File: config.mk
export PLATFORM = sky130hd
export DESIGN_NAME = cpc_top
export DESIGN_NICKNAME = d
export VERILOG_FILES = /design/src/include/cpc_pkg.sv /design/src/rtl/cpc_buf.sv /design/src/rtl/cpc_top.sv
export VERILOG_INCLUDE_DIRS = /design/src /design/src/include
export SDC_FILE = /design/constraint.sdc
export NUM_CORES = 1
export LEC_CHECK = 0
export BUFFER_PORTS_ARGS = -buffer_cell sky130_fd_sc_hd__buf_2
export CAP_MARGIN = 10
export CORE_AREA = 2 2 180 182
export DETAILED_ROUTE_END_ITERATION = 8
export DIE_AREA = 0 0 182 184
export GPL_TIMING_DRIVEN = 1
export PLACE_DENSITY = 0.49
export SYNTH_ARGS = -nofsm -noshare
export SYNTH_HDL_FRONTEND = slang
export SYNTH_SLANG_ARGS = --single-unit
File: constraint.sdc
create_clock -name mclk_i -period 7.4 [get_ports mclk_i]
set_input_delay 0.74 -clock mclk_i [delete_from_list [all_inputs] [get_ports mclk_i]]
set_output_delay 0.74 -clock mclk_i [all_outputs]
set_load 0.1 [all_outputs]
File: src/include/cpc_regs.svh
`ifndef CPC_REGS_SVH
`define CPC_REGS_SVH

// pixel, correction and calibration accumulator widths
`define CPC_PIX_W 12
`define CPC_COEF_W 12
`define CPC_ACC_W 40
`define CPC_PAIR_W 32
`define CPC_SUM_W 14
// largest pixel code, used for clipping
`define CPC_PIX_MAX 12'hfff
// built-in correction value loaded at power-up
`define CPC_COEF_DEFAULT 12'h000
// number of frames gathered by one calibration
`define CPC_CAL_FRAMES 2'h3
// entries of the output buffer
`define CPC_BUF_DEPTH 2

`endif

File: src/include/cpc_pkg.sv
package cpc_pkg;

	// calibration sequencer states, one-hot
	typedef enum logic [3:0]
	{
		cpc_st_idle = 4'h1,
		cpc_st_wait = 4'h2,
		cpc_st_gather = 4'h4,
		cpc_st_solve = 4'h8
	} cpc_state_t;

	// values of checker_fix_mode
	typedef enum logic
	{
		calibration_off = 1'h0,
		single_calibration = 1'h1
	} cpc_mode_t;

endpackage

File: src/rtl/cpc_buf.sv
`timescale 1ns/1ps
`include "cpc_regs.svh"

// small fifo between the corrector and the image output
module cpc_buf #(
	parameter int WIDTH = 15,
	parameter int DEPTH = `CPC_BUF_DEPTH
) (
	input wire logic mclk_i,
	input wire logic sys_rst_i,
	input wire logic in_valid_i,
	output logic in_ready_o,
	input wire logic [WIDTH-1:0] in_data_i,
	output logic out_valid_o,
	input wire logic out_ready_i,
	output logic [WIDTH-1:0] out_data_o
);
	localparam int AW = (DEPTH > 1) ? $clog2(DEPTH) : 1;

	logic [WIDTH-1:0] mem_q [DEPTH]; // storage entries
	logic [WIDTH-1:0] mem_d [DEPTH];
	logic [AW-1:0] wr_q, wr_d; // write index
	logic [AW-1:0] rd_q, rd_d; // read index
	logic [AW:0] cnt_q, cnt_d; // words held
	logic push, pop;

	// full and empty come straight from the count
	assign in_ready_o = (cnt_q != (AW+1)'(DEPTH));
	assign out_valid_o = (cnt_q != '0);
	assign out_data_o = mem_q[rd_q];
	assign push = in_valid_i && in_ready_o;
	assign pop = out_valid_o && out_ready_i;

	// next indices, count and storage
	always_comb
	begin
		wr_d = wr_q;
		rd_d = rd_q;
		cnt_d = cnt_q;
		for (int i = 0; i < DEPTH; i++)
		begin
			mem_d[i] = mem_q[i];
		end
		if (push)
		begin
			mem_d[wr_q] = in_data_i;
			wr_d = (wr_q == AW'(DEPTH - 1)) ? '0 : wr_q + 1'b1;
		end
		if (pop)
		begin
			rd_d = (rd_q == AW'(DEPTH - 1)) ? '0 : rd_q + 1'b1;
		end
		// simultaneous push and pop keep the count
		if (push && !pop)
		begin
			cnt_d = cnt_q + 1'b1;
		end
		else if (pop && !push)
		begin
			cnt_d = cnt_q - 1'b1;
		end
	end

	// register stage
	always_ff @(posedge mclk_i)
	begin
		if (sys_rst_i)
		begin
			wr_q <= '0;
			rd_q <= '0;
			cnt_q <= '0;
			for (int i = 0; i < DEPTH; i++)
			begin
				mem_q[i] <= '0;
			end
		end
		else
		begin
			wr_q <= wr_d;
			rd_q <= rd_d;
			cnt_q <= cnt_d;
			for (int i = 0; i < DEPTH; i++)
			begin
				mem_q[i] <= mem_d[i];
			end
		end
	end

	// a stalled word stays put until taken
	a_buf_hold: assert property (@(posedge mclk_i) disable iff (sys_rst_i)
		out_valid_o && !out_ready_i |=> out_valid_o && $stable(out_data_o))
		else $error("buffered word changed while stalled");

endmodule

File: src/rtl/cpc_top.sv
// How it works
// - power-up loads built-in default correction value
// - active correction applied to every pixel
// - single calibration gathers next three frames
// - after three frames, store value, mode off
// - frames may come single-shot or continuous
// - restart discards unsaved values, defaults return
// - loading a user set restores its value
// - stored value stays until recalibrated or loaded
`timescale 1ns/1ps
`include "cpc_regs.svh"

module cpc_top (
	input wire logic mclk_i,
	input wire logic sys_rst_i,
	input wire logic pix_valid_i,
	output logic pix_ready_o,
	input wire logic [`CPC_PIX_W-1:0] pix_data_i,
	input wire logic pix_sof_i,
	input wire logic pix_sol_i,
	input wire logic pix_eof_i,
	output logic out_valid_o,
	input wire logic out_ready_i,
	output logic [`CPC_PIX_W-1:0] out_data_o,
	output logic out_sof_o,
	output logic out_sol_o,
	output logic out_eof_o,
	input wire logic mode_wr_i,
	input wire logic mode_wr_val_i,
	output logic checker_fix_mode_o,
	input wire logic set_load_i,
	input wire logic [`CPC_COEF_W-1:0] set_coef_i,
	output logic [`CPC_COEF_W-1:0] coef_o
);
	localparam int BW = `CPC_PIX_W + 3; // pixel plus three markers

	cpc_pkg::cpc_state_t st_q, st_d; // calibration sequencer
	logic [1:0] frm_q, frm_d; // frames finished in calibration
	logic signed [`CPC_ACC_W-1:0] acc_q, acc_d; // sum of pair differences
	logic [`CPC_PAIR_W-1:0] pairs_q, pairs_d; // pairs summed
	logic [`CPC_PIX_W-1:0] prev_q, prev_d; // last even-phase pixel
	logic signed [`CPC_COEF_W-1:0] coef_q, coef_d; // active correction
	logic row_q, row_d; // row parity of the last pixel
	logic col_q, col_d; // column parity of the next pixel
	logic in_fire; // pixel accepted this cycle
	logic row_cur, col_cur, par; // phase of the present pixel
	logic take; // present pixel feeds calibration
	logic signed [`CPC_PIX_W:0] diff; // odd minus even
	logic signed [`CPC_SUM_W-1:0] offs, sum; // signed offset and result
	logic [`CPC_PIX_W-1:0] corr; // clipped corrected pixel
	logic signed [`CPC_ACC_W-1:0] solved; // averaged half difference
	logic [BW-1:0] buf_out;

	// index of the highest set bit, zero for zero
	function automatic logic [5:0] cpc_msb(input logic [`CPC_PAIR_W-1:0] v);
		logic [5:0] r;
		r = 6'h00;
		for (int i = 0; i < `CPC_PAIR_W; i++)
		begin
			if (v[i])
			begin
				r = 6'(i);
			end
		end
		return r;
	endfunction

	// position parity of the pixel on the input
	assign row_cur = pix_sof_i ? 1'b0 : (pix_sol_i ? ~row_q : row_q);
	assign col_cur = (pix_sof_i || pix_sol_i) ? 1'b0 : col_q;
	assign par = row_cur ^ col_cur;
	assign in_fire = pix_valid_i && pix_ready_o;

	// even phase is raised by the value, odd phase lowered
	always_comb
	begin
		offs = `CPC_SUM_W'(coef_q);
		if (par)
		begin
			offs = -`CPC_SUM_W'(coef_q);
		end
		sum = $signed({2'h0, pix_data_i}) + offs;
		if (sum < 0)
		begin
			corr = '0;
		end
		else if (sum > $signed({2'h0, `CPC_PIX_MAX}))
		begin
			corr = `CPC_PIX_MAX;
		end
		else
		begin
			corr = sum[`CPC_PIX_W-1:0];
		end
	end

	// position tracker, next values
	always_comb
	begin
		row_d = row_q;
		col_d = col_q;
		if (in_fire)
		begin
			row_d = row_cur;
			col_d = ~col_cur;
		end
	end

	// position tracker, registers
	always_ff @(posedge mclk_i)
	begin
		if (sys_rst_i)
		begin
			row_q <= 1'b0;
			col_q <= 1'b0;
		end
		else
		begin
			row_q <= row_d;
			col_q <= col_d;
		end
	end

	// calibration gathers from the first frame start after the request
	assign take = in_fire && ((st_q == cpc_pkg::cpc_st_gather)
		|| ((st_q == cpc_pkg::cpc_st_wait) && pix_sof_i));
	assign diff = $signed({1'b0, pix_data_i}) - $signed({1'b0, prev_q});
	// sum of pair differences shifted right by one more than the highest set bit of the pair count
	assign solved = acc_q >>> (cpc_msb(pairs_q) + 6'h01);

	// sequencer and correction value, next values
	always_comb
	begin
		st_d = st_q;
		frm_d = frm_q;
		acc_d = acc_q;
		pairs_d = pairs_q;
		prev_d = prev_q;
		coef_d = coef_q;
		if (take)
		begin
			if (!par)
			begin
				prev_d = pix_data_i;
			end
			else
			begin
				acc_d = acc_q + `CPC_ACC_W'(diff);
				pairs_d = pairs_q + 1'b1;
			end
		end
		case (st_q)
			cpc_pkg::cpc_st_idle:
			begin
				frm_d = 2'h0;
				acc_d = '0;
				pairs_d = '0;
				if (mode_wr_i && mode_wr_val_i == cpc_pkg::single_calibration)
				begin
					st_d = cpc_pkg::cpc_st_wait;
				end
			end
			cpc_pkg::cpc_st_wait:
			begin
				// frame start already counted in take above
				if (take)
				begin
					st_d = cpc_pkg::cpc_st_gather;
				end
			end
			cpc_pkg::cpc_st_gather:
			begin
				// frames may arrive with any gap between them
				if (in_fire && pix_eof_i)
				begin
					frm_d = frm_q + 2'h1;
					if (frm_q == `CPC_CAL_FRAMES - 2'h1)
					begin
						st_d = cpc_pkg::cpc_st_solve;
					end
				end
			end
			cpc_pkg::cpc_st_solve:
			begin
				if (pairs_q != '0)
				begin
					coef_d = solved[`CPC_COEF_W-1:0];
				end
				st_d = cpc_pkg::cpc_st_idle;
			end
			default:
			begin
				st_d = cpc_pkg::cpc_st_idle;
			end
		endcase
		// writing off abandons a calibration still waiting or gathering; a solve in progress still stores
		if (mode_wr_i && mode_wr_val_i == cpc_pkg::calibration_off
			&& st_q != cpc_pkg::cpc_st_solve)
		begin
			st_d = cpc_pkg::cpc_st_idle;
		end
		// a loaded user set replaces the value, a finishing solve wins
		if (set_load_i && st_q != cpc_pkg::cpc_st_solve)
		begin
			coef_d = set_coef_i;
		end
	end

	// sequencer and correction value, registers
	always_ff @(posedge mclk_i)
	begin
		if (sys_rst_i)
		begin
			st_q <= cpc_pkg::cpc_st_idle;
			frm_q <= 2'h0;
			acc_q <= '0;
			pairs_q <= '0;
			prev_q <= '0;
			coef_q <= `CPC_COEF_DEFAULT;
		end
		else
		begin
			st_q <= st_d;
			frm_q <= frm_d;
			acc_q <= acc_d;
			pairs_q <= pairs_d;
			prev_q <= prev_d;
			coef_q <= coef_d;
		end
	end

	// mode reads back single until the solve is written
	assign checker_fix_mode_o = (st_q == cpc_pkg::cpc_st_idle)
		? cpc_pkg::calibration_off : cpc_pkg::single_calibration;
	assign coef_o = coef_q;

	// two-entry buffer absorbs a stall on the output
	cpc_buf #(
		.WIDTH(BW),
		.DEPTH(`CPC_BUF_DEPTH)
	) u_buf (
		.mclk_i(mclk_i),
		.sys_rst_i(sys_rst_i),
		.in_valid_i(pix_valid_i),
		.in_ready_o(pix_ready_o),
		.in_data_i({pix_eof_i, pix_sol_i, pix_sof_i, corr}),
		.out_valid_o(out_valid_o),
		.out_ready_i(out_ready_i),
		.out_data_o(buf_out)
	);
	assign out_data_o = buf_out[`CPC_PIX_W-1:0];
	assign out_sof_o = buf_out[`CPC_PIX_W];
	assign out_sol_o = buf_out[`CPC_PIX_W+1];
	assign out_eof_o = buf_out[`CPC_PIX_W+2];

	a_boot_default: assert property (@(posedge mclk_i)
		$fell(sys_rst_i) |-> coef_o == `CPC_COEF_DEFAULT)
		else $error("correction not default after reset");
	a_restart_mode_off: assert property (@(posedge mclk_i)
		$fell(sys_rst_i) |-> checker_fix_mode_o == cpc_pkg::calibration_off)
		else $error("mode not off after reset");
	a_zero_passes: assert property (@(posedge mclk_i) disable iff (sys_rst_i)
		in_fire && coef_q == '0 |-> corr == pix_data_i)
		else $error("zero correction altered a pixel");
	a_even_raised: assert property (@(posedge mclk_i) disable iff (sys_rst_i)
		in_fire && !par && !coef_q[`CPC_COEF_W-1] |-> corr >= pix_data_i)
		else $error("even pixel not raised");
	a_three_frames: assert property (@(posedge mclk_i) disable iff (sys_rst_i)
		st_q == cpc_pkg::cpc_st_solve |-> frm_q == `CPC_CAL_FRAMES)
		else $error("solve without three frames");
	a_solve_stores: assert property (@(posedge mclk_i) disable iff (sys_rst_i)
		st_q == cpc_pkg::cpc_st_solve && pairs_q != '0
		|=> checker_fix_mode_o == cpc_pkg::calibration_off
		&& coef_q == $past(solved[`CPC_COEF_W-1:0]))
		else $error("calibration result not stored or mode not off");
	a_gap_waits: assert property (@(posedge mclk_i) disable iff (sys_rst_i)
		st_q == cpc_pkg::cpc_st_gather && !(in_fire && pix_eof_i) && !mode_wr_i
		|=> st_q == cpc_pkg::cpc_st_gather)
		else $error("gather left without frame end");
	a_set_restore: assert property (@(posedge mclk_i) disable iff (sys_rst_i)
		set_load_i && st_q != cpc_pkg::cpc_st_solve |=> coef_o == $past(set_coef_i))
		else $error("user set value not restored");
	a_coef_holds: assert property (@(posedge mclk_i) disable iff (sys_rst_i)
		!set_load_i && st_q != cpc_pkg::cpc_st_solve |=> $stable(coef_o))
		else $error("correction changed without cause");
	a_mode_poll: assert property (@(posedge mclk_i) disable iff (sys_rst_i)
		mode_wr_i && mode_wr_val_i && st_q == cpc_pkg::cpc_st_idle
		|=> checker_fix_mode_o == cpc_pkg::single_calibration)
		else $error("mode not single after request");

endmodule

==> results of run 1 <==
[power breakdown]
group	switching, mW	internal (mW)	leakage (nW)
logic	0.471	0.188	3.45
registers	0.0440	0.792	1.13
clock network	0.344	0.652	0.321
[final cells by class]
class / count / area [sq um] / share of cell area (%)
Multi-Input combinational cell: 1048 / 7610 / 62.4
Sequential cell: 139 / 2780 / 22.8
Tap cell: 402 / 503 / 4.12
Clock buffer: 22 / 464 / 3.80
Timing Repair Buffer: 74 / 398 / 3.26
Inverter: 61 / 229 / 1.88
Clock inverter: 10 / 213 / 1.74
[placed cells by master (no fill, tap or decap), types with 7 or more instances in the layout]
cell type	Yosys	layout
clkbuf_16	0	17
buf_4	3	11
mux4_2	47	47
dfxtp_1	139	139
nand2b_1	8	7
nor2_1	136	136
o211ai_1	9	9
nand3_1	39	39
inv_1	59	59
nor4_1	13	13
buf_2	4	63
a21o_1	21	21
nor3_1	37	37
o21bai_1	7	7
nand2_1	147	147
a31oi_1	15	15
nand4_1	15	15
o21a_1	8	8
a211oi_1	9	9
ha_1	69	69
or2_2	8	8
nor2b_1	12	12
o21ai_0	78	78
a21boi_0	7	7
and3_1	15	15
mux2i_1	32	32
or3_1	16	16
mux2_2	17	17
a21oi_1	103	103
xnor2_1	46	46
xor2_1	41	41
[through the flow]
stage	instance area, sq um	power, mW	util (%)	hold slack [ps]
detailed placement	11500	1.51	36.7	439
global route	12200	2.62	38.9	470
floorplan	10900	1.38	-	420
CTS	12200	2.52	38.9	454
finish	12200	2.49	38.9	451
global placement	11500	1.51	36.7	431
[critical path, cell delays in order]
cell and delay (ps):
buf_2 120, inv_1 50, ha_1 160, inv_1 50
fa_1 400, a21o_1 190, a21oi_1 200, o21ai_0 110
a21o_1 200, a21oi_1 180, o21ai_0 190, o41ai_4 460
buf_4 400, ha_1 350, a211oi_1 330, o21ai_0 170
nand3_1 130, a21oi_1 80, nor4b_1 450, o21ai_0 220
o221ai_1 230, xor2_1 110, or3_1 320, a21oi_1 140
[metal layers]
| metal | GRT usage [%] | part of all wire [%] |
|---|---|---|
| met1 | 25.2 | 51 |
| met4 | 4.87 | 1.5 |
| met5 | 0 | 0 |
| met3 | 2.54 | 3.2 |
| met2 | 28.3 | 45 |
[worst min-delay path by stage]
stage,endpoint,start,slack [ps]
after CTS,u_buf.mem_q[1][2],u_buf.mem_q[1][2],450
after floorplan,u_buf.mem_q[1][0],u_buf.mem_q[1][0],420
after global routing,u_buf.mem_q[0][1],u_buf.mem_q[0][1],470
after detailed placement,u_buf.mem_q[1][2],u_buf.mem_q[1][2],440
after global placement,u_buf.mem_q[0][1],u_buf.mem_q[0][1],430
final,u_buf.mem_q[0][10],u_buf.mem_q[0][10],450
[registers in the layout, indices dropped and copies added (netlist names), named ones only]
register	flops
acc_q	40
pairs_q	32
u_buf.mem_q	30
coef_o	12
prev_q	12
st_q	4
frm_q	2
u_buf.cnt_q	2
col_q	1
row_q	1
u_buf.rd_q	1
u_buf.wr_q	1
[logic make-up after synthesis]
group | count (synthesis)
AND/OR/NAND/NOR | 477
AO/OA/AOI/OAI | 310
flip-flops | 139
buffers and inverters | 122
multiplexers | 101
XOR/XNOR | 88
adder cells (fa/ha/maj) | 72
==> results.yml, run 1 <==
min_path:
  hold_class: "flip-flop to flip-flop"
  hold_depth: 2
timing:
  timing.final.ws_setup_ps: 1780
  final_hold_viol_count: 0
  tightestPinTransition_ps: 1110
  setup_viol_count_final: 0
  relSlewSlack_pct: 25.2
  skew_ps: 14.2
  finalCriticalPeriod_ps: 5620
  fmax_mhz: 178
  timing.setup.tns_ps: 0
  finalCritPeriodShare_pct: 75.9
  rsz0062_at_grt: "false"
  final_max_slew_viol_count: 0
synthesis:
  muxShareOfSynthArea_pct: 15.6
  synth_top_area_cell: "dfxtp_1"
  synth_adder_area_share_pct: 8.49
  synth_area_leaders: "dfxtp_1 26%, mux4_2 9.7%, ha_1 7.9%"
  synth-seq-cells: 139
  postSynth.asyncResetShare_pct: 0
  synthCells: 1309
  synthXorXnorAreaFrac_pct: 7.16
  synth_top_family_by_area: "simple AND/OR/NAND/NOR gates"
  netlist_area_sq_um: 10900
  synth_enable_flop_cells: 0
  yosys-top-cells-count: "147 x nand2_1, 139 x dfxtp_1, 136 x nor2_1"
  yosys.area_share.simple_pct: 20.6
  synth_compound_area_share_pct: 17.9
  ys_seq_area_share_pct: 25.6
  synthesis.nets: 1415
  synth_cell_types: 82
  ys_warn_count: 0
  netlist.area_leader.share_pct: 25.6
  syn_area_per_cell_sq_um: 8.31
  synth.most_common_cell: "nand2_1"
  synthFlopType: "dfxtp_1"
clock_tree:
  insertion_delay_ps: 430
  hold_buffers: 0
  cts_setup_buffers: 0
  post_cts_resized: 0
  cts.sinks: 139
  clkTransAtPathRegs_ps: 70
  htreeDepth: 4
  clockBufferDepth: 2
  cts_buffers: 17
  cts_tree: "done"
  root_buffer: "clkbuf_16"
global_route:
  track_usage_pct: 17.8
  grt_max_degree: 72
  grt_pass1_wl_mm: 48.3
  first_global_vias: 9077
  antenna_found_initial: 0
  grt_overflow: 0
die:
  core_area_sq_um: 31400
  row_count: 65
  pin_count: 64
  dieWidth_microns: 182
  dieArea_sq_um: 33500
  chipHeight_microns: 184
  start_util_pct: 34.6
critical_path:
  crit_type: "input port to flip-flop"
  critPathCapture: "acc_q[39]"
  endpoint_kind: "flip-flop"
  r2r_start: "prev_q[0]"
  crit_path_max_fanout: 23
  cp.required_ps: 7760
  cp.arrival_ps: 5980
  r2r_cells: 22
  startpoint: "pix_data_i[0]"
  reg2reg_slack_ps: 1930
  start_kind: "input port"
  reg2reg_to: "acc_q[39]"
final_layout:
  nFillCells: 3208
  fin_cells: 1756
  fin_nets: 1447
  area_delta_synth_final_pct: 12.2
  drive_gt1_share_pct: 14.0
  diodes: 0
place:
  place_ws_ps: 1260
  portBuffers: 63
  dpl.hpwl_mm: 21.8
  placedCellCount: 1724
  place.gp.congestion: 0.855
pwr:
  leakage_nw: 4.90
  p_per_area_nw_per_um2: 204
  ir_drop_uv: 176
drt:
  vias: 9615
  drtPass1Iterations: 5
  vias_per_cell: 5.48
  drc_errors: 0
  drtIter0Drc: 532
  postRouteWirelength_mm: 29.2
  routedWlPerCell_microns: 16.7
  ant_nets: 0
outcome:
  status: "completed"
run:
  maxCapViolCount: 0
No activity file was read; power rests on OpenSTA's default activity.
==> run 2: changes to the inputs <==
Settings changed: ABC_AREA from default to 1, CORE_AREA 2 2 180 182 to 2 2 181 183, DIE_AREA 0 0 182 184 to 0 0 183 185.
Clock period 7.4 ns to 5.15 ns, I/O delays scaled along.
==> results.yml, run 2 <==
timing:
  setup_viol_count_final: 0
  skew_ps: 18.1
  finalCritPeriodShare_pct: 90.7
  tightestPinTransition_ps: 1110
  fmax_mhz: 214
  relSlewSlack_pct: 25.9
  final_max_slew_viol_count: 0
  finalCriticalPeriod_ps: 4670
  final_hold_viol_count: 0
  whs_ps: 350
drt:
  vias: 10981
  ant_nets: 0
  drtIter0Drc: 570
  vias_per_cell: 4.99
  drtPass1Iterations: 5
  drc_errors: 0
  postRouteWirelength_mm: 30.7
  routedWlPerCell_microns: 13.9
critical_path:
  crit_path_max_fanout: 7
  cpMostUsedCell: "inv_1"
  crit_type: "flip-flop to flip-flop"
  cp.arrival_ps: 4990
  path_buf_inv: 6
  max_stage_delay_ps: 370
  start_kind: "flip-flop"
  crit_family: "compound AO/OA/AOI/OAI gates"
  endpoint_kind: "flip-flop"
  cp.required_ps: 5470
  critical-path-slowest-cell: "dfxtp_1"
final_layout:
  diodes: 0
  drive_gt1_share_pct: 11.7
  largest_reg_flops: 40
  fin_nets: 1885
  layout_commonest_cell: "nand2_1"
  largestRegisters: "acc_q x40, pairs_q x32, u_buf.mem_q x30"
  fin_area_sq_um: 12600
  area_delta_synth_final_pct: 14.8
  top_register: "acc_q"
  final_cell_mix: "315 x nand2_1, 275 x nand3_1, 236 x inv_1"
  finish.utilization_pct: 39.3
clock_tree:
  htreeDepth: 4
  cts.sinks: 139
  insertion_delay_ps: 440
  root_buffer: "clkbuf_16"
  clockBufferDepth: 2
  cts_buffers: 17
  cts_tree: "done"
  hold_buffers: 0
  clkTransAtPathRegs_ps: 70
synthesis:
  synth_cell_types: 52
  synth_top_area_cell: "dfxtp_1"
  synthFlopType: "dfxtp_1"
  postSynth.asyncResetShare_pct: 0
  netlist.area_leader.share_pct: 25.4
  synth.most_common_cell: "nand2_1"
  ys_warn_count: 0
  yosys-top-cells-count: "316 x nand2_1, 275 x nand3_1, 240 x inv_1"
  syn_area_per_cell_sq_um: 6.39
  ys_seq_area_share_pct: 25.4
  netlist_area_sq_um: 11000
  synth_area_leaders: "dfxtp_1 25%, nand3_1 13%, nand2_1 11%"
  synthesis.nets: 1822
  synthCells: 1716
  synth_enable_flop_cells: 0
  synth-seq-cells: 139
global_route:
  antenna_found_initial: 0
  grt_overflow: 0
  track_usage_pct: 18.6
  first_global_vias: 10311
  grt_pass1_wl_mm: 51.6
  grt_max_degree: 67
run:
  maxCapViolCount: 0
die:
  core_area_sq_um: 32000
  chipHeight_microns: 185
  row_count: 66
  dieWidth_microns: 183
  dieArea_sq_um: 33900
  start_util_pct: 34.2
  pin_count: 64
outcome:
  status: "completed"
place:
  dpl.hpwl_mm: 22.9
  place.gp.congestion: 0.823
  place_area_sq_um: 12000
  portBuffers: 63
min_path:
  hold_class: "input port to flip-flop"
pwr:
  p_per_area_nw_per_um2: 312
  ir_drop_uv: 289
  leakage_nw: 5.95
## run 2: repair_timing
action,CTS,global route
setup endpoints to repair,0,8
resized for setup,0,12
setup buffers,0,3
## run 2: final cells by class
cell class                      instances  area [sq um]
Tap cell                              408           510
Multi-Input combinational cell       1255          7090
Clock buffer                           20           437
Timing Repair Buffer                  114           702
Sequential cell                       139          2780
Clock inverter                         11           123
Inverter                              252           951
Fill cell                            3489         19400
## run 2: cell families after synthesis
logic type	after synthesis	share of synthesized area, %
compound gates	390	19.9
xor+xnor	67	5.35
fa+ha+maj	72	8.42
buf+inv	322	11.2
flops	139	25.4
simple gates	726	29.8
## run 2: report_power, final
part	total [mW]	internal [mW]	leakage, nW	switching (mW)
combinational	1.48	0.362	4.56	1.12
sequential	1.23	1.16	1.13	0.0658
clock	1.22	0.709	0.262	0.515
total	3.93	2.23	5.95	1.70
## run 2: routing by layer
metal / vias to the layer above / track usage (%) / share of wire [%] / wire (microns)
met3: 22 / 2.01 / 2.6 / 783
met4: 0 / 5.12 / 1.4 / 419
met1: 4949 / 26.1 / 51 / 15800
met5: - / 0 / 0 / 0
li1: 5867 / - / - / -
met2: 143 / 30.4 / 45 / 13700
## run 2: final timing paths
kind,startpoint,endpoint,slack [ps],depth (start not counted)
hold / removal,sys_rst_i,frm_q[1],350,2
setup reg to reg,prev_q[0],acc_q[37],480,34
hold reg to reg,u_buf.mem_q[0][14],u_buf.mem_q[0][14],450,2
setup / recovery,prev_q[0],acc_q[37],480,34
## run 2: stage by stage
step	TNS, ps	instances	total power, mW	setup slack, ps
CTS	0	2196	3.98	196
floorplan	0	1716	2.42	19.2
global placement	-139	2165	2.72	-70.5
detailed placement	-157	2165	2.74	-84.8
finish	0	2199	3.93	479
global route	-11.6	2199	4.16	-11.6
==> run 3: changes to the inputs <==
Settings changed: CORE_AREA 2 2 181 183 to 2 2 184 186, DIE_AREA 0 0 183 185 to 0 0 186 188, SYNTH_HIERARCHICAL from default to 1.
==> results.yml, run 3 <==
final_layout:
  drive_gt1_share_pct: 11.5
  largestRegisters: "acc_q x40, pairs_q x32, u_buf/mem_q x30"
  layout_commonest_cell: "nand2_1"
  top_register: "acc_q"
  final_cell_mix: "358 x nand2_1, 270 x nand3_1, 247 x inv_1"
  fin_nets: 1944
  area_delta_synth_final_pct: 12.9
  nFillCells: 3627
  final-seq-area_sq_um: 2780
  largest_reg_flops: 40
  multi_input_comb_area_sq_um: 7310
die:
  dieWidth_microns: 186
  core_area_sq_um: 33100
  pin_count: 64
  dieArea_sq_um: 35000
  row_count: 67
  start_util_pct: 34.4
  chipHeight_microns: 188
pwr:
  power_mw: 3.66
  swShare_pct: 40.3
  internal_power_mw: 2.19
  p_per_area_nw_per_um2: 285
  power_frac_comb_pct: 32.2
  switching_power_mw: 1.48
  p_seq_share_pct: 33.0
  leakage_nw: 6.20
  clkPwrFrac_pct: 34.8
  ir_drop_uv: 237
outcome:
  status: "completed"
critical_path:
  cp.arrival_ps: 5080
  endpoint_kind: "flip-flop"
  cpMostUsedCell: "nand2_1"
  critical-path-slowest-cell: "dfxtp_1"
  crit_type: "flip-flop to flip-flop"
  start_kind: "flip-flop"
  max_stage_delay_ps: 330
  cp.required_ps: 5490
  crit_path_max_fanout: 4
synthesis:
  synth_area_leaders: "dfxtp_1 24%, nand3_1 12%, nand2_1 12%"
  ys_seq_area_share_pct: 24.4
  synth-seq-cells: 139
  postSynth.asyncResetShare_pct: 0
  yosys-top-cells-count: "358 x nand2_1, 270 x nand3_1, 249 x inv_1"
  ys_warn_count: 6
  netlist_area_sq_um: 11400
  synthCells: 1788
  synth_top_area_cell: "dfxtp_1"
  synth_cell_types: 54
  syn_area_per_cell_sq_um: 6.37
  synthesis.nets: 1894
  netlist.area_leader.share_pct: 24.4
  synth.most_common_cell: "nand2_1"
  synth_enable_flop_cells: 0
  synthFlopType: "dfxtp_1"
place:
  portBuffers: 63
  dpl.hpwl_mm: 23.5
  place.gp.congestion: 0.831
run:
  maxCapViolCount: 0
clock_tree:
  hold_buffers: 0
  clkTransAtPathRegs_ps: 70
  cts_tree: "done"
  htreeDepth: 4
  cts.sinks: 139
  cts_buffers: 17
  clockBufferDepth: 2
  insertion_delay_ps: 450
  root_buffer: "clkbuf_16"
drt:
  drc_errors: 0
  postRouteWirelength_mm: 31.1
  vias_per_cell: 4.89
  drtIter0Drc: 653
  vias: 11274
  drtPass1Iterations: 5
  routedWlPerCell_microns: 13.5
  ant_nets: 0
timing:
  final_max_slew_viol_count: 0
  setup_viol_count_final: 0
  skew_ps: 12.5
  finalCritPeriodShare_pct: 92.2
  rsz0062_at_grt: "true"
  relSlewSlack_pct: 30.5
  whs_ps: 355
  fmax_mhz: 211
  tightestPinTransition_ps: 1040
  final_hold_viol_count: 0
  finalCriticalPeriod_ps: 4750
global_route:
  grt_overflow: 0
  grt_pass1_wl_mm: 52.0
  track_usage_pct: 18.4
  first_global_vias: 10597
  grt_max_degree: 51
  antenna_found_initial: 3
min_path:
  hold_class: "input port to flip-flop"
-- run 3: cell types whose count changed in the layout (fill, tap and decap cells not counted), sizes merged, moves of 5 or more --
cell,previous run,this run
a21oi,195,174
buf,114,105
diode,0,5
inv,252,261
nand2,322,370
nor2,91,141
o21ai,124,116
o22ai,16,0
-- run 3: per-layer routing --
metal	up-vias	track usage, %	routed length [microns]
met5	-	0	0
met4	0	5.63	518
met3	28	3.42	1020
met2	126	29.7	14100
met1	5112	24.7	15400
li1	6008	-	-
-- run 3: stage by stage --
stage	cell area (sq um)	util [%]	cells	setup WS (ps)	TNS [ps]
after detailed placement	12200	37.0	2266	-116	-228
after global routing	12800	38.8	2300	-52.9	-52.9
after floorplan	11400	-	1788	-5.20	-5.20
after global placement	12200	37.0	2266	-32.3	-52.3
after CTS	12800	38.7	2298	151	0
final	12900	38.8	2304	402	0
-- run 3: final timing paths --
check	from	endpoint	slack, ps	cells past startpoint
max reg2reg	prev_q[0]	acc_q[39]	400	36
max	prev_q[0]	acc_q[39]	400	36
min	pix_data_i[0]	prev_q[0]	350	3
min reg2reg	prev_q[8]	prev_q[8]	460	2
-- run 3: cell families (layout without fill, tap and decap cells) --
group                      Yosys count  count (layout)  share of synthesized area (%)
DFF                                139             139                           24.4
other                                0               5                              0
buffers and inverters              334             397                           12.0
AOI/OAI and AO/OA                  351             351                           17.5
xor gates and xnor gates            66              66                           5.07
and+or+nand+nor                    826             826                           32.9
adders and majority gates           72              72                           8.11
-- run 3: final cells by class --
class / count / area share (%)
sequential: 139 / 21.6
multi-input combinational: 1315 / 56.8
antenna: 5 / 0.0973
tap: 448 / 4.36
clock inverter: 12 / 1.09
timing repair buffer: 105 / 4.93
clock buffer: 20 / 3.47
inverter: 260 / 7.59
-- run 3: critical path: cells and delay by family (launching register included) --
kind / cells / cell delay (ps)
AOI/OAI and AO/OA: 18 / 2450
DFF: 1 / 330
and+or+nand+nor: 12 / 950
adders and majority gates: 3 / 700
buffers and inverters: 3 / 180
-- run 3: power groups by stage --
stage	Clock [mW]	Combinational (mW)	Sequential [mW]
2_1_floorplan	0	0.941	1.25
3_3_place_gp	0	1.18	1.23
3_5_place_dp	0	1.18	1.23
4_1_cts	1.31	1.19	1.21
5_1_grt	1.35	1.31	1.22
6_report	1.27	1.18	1.21
-- run 3: what timing repair did --
item                                    in CTS  in global routing
resized for setup                            0                  6
endpoints found under the setup margin       0                  8
setup buffers                                0                  1
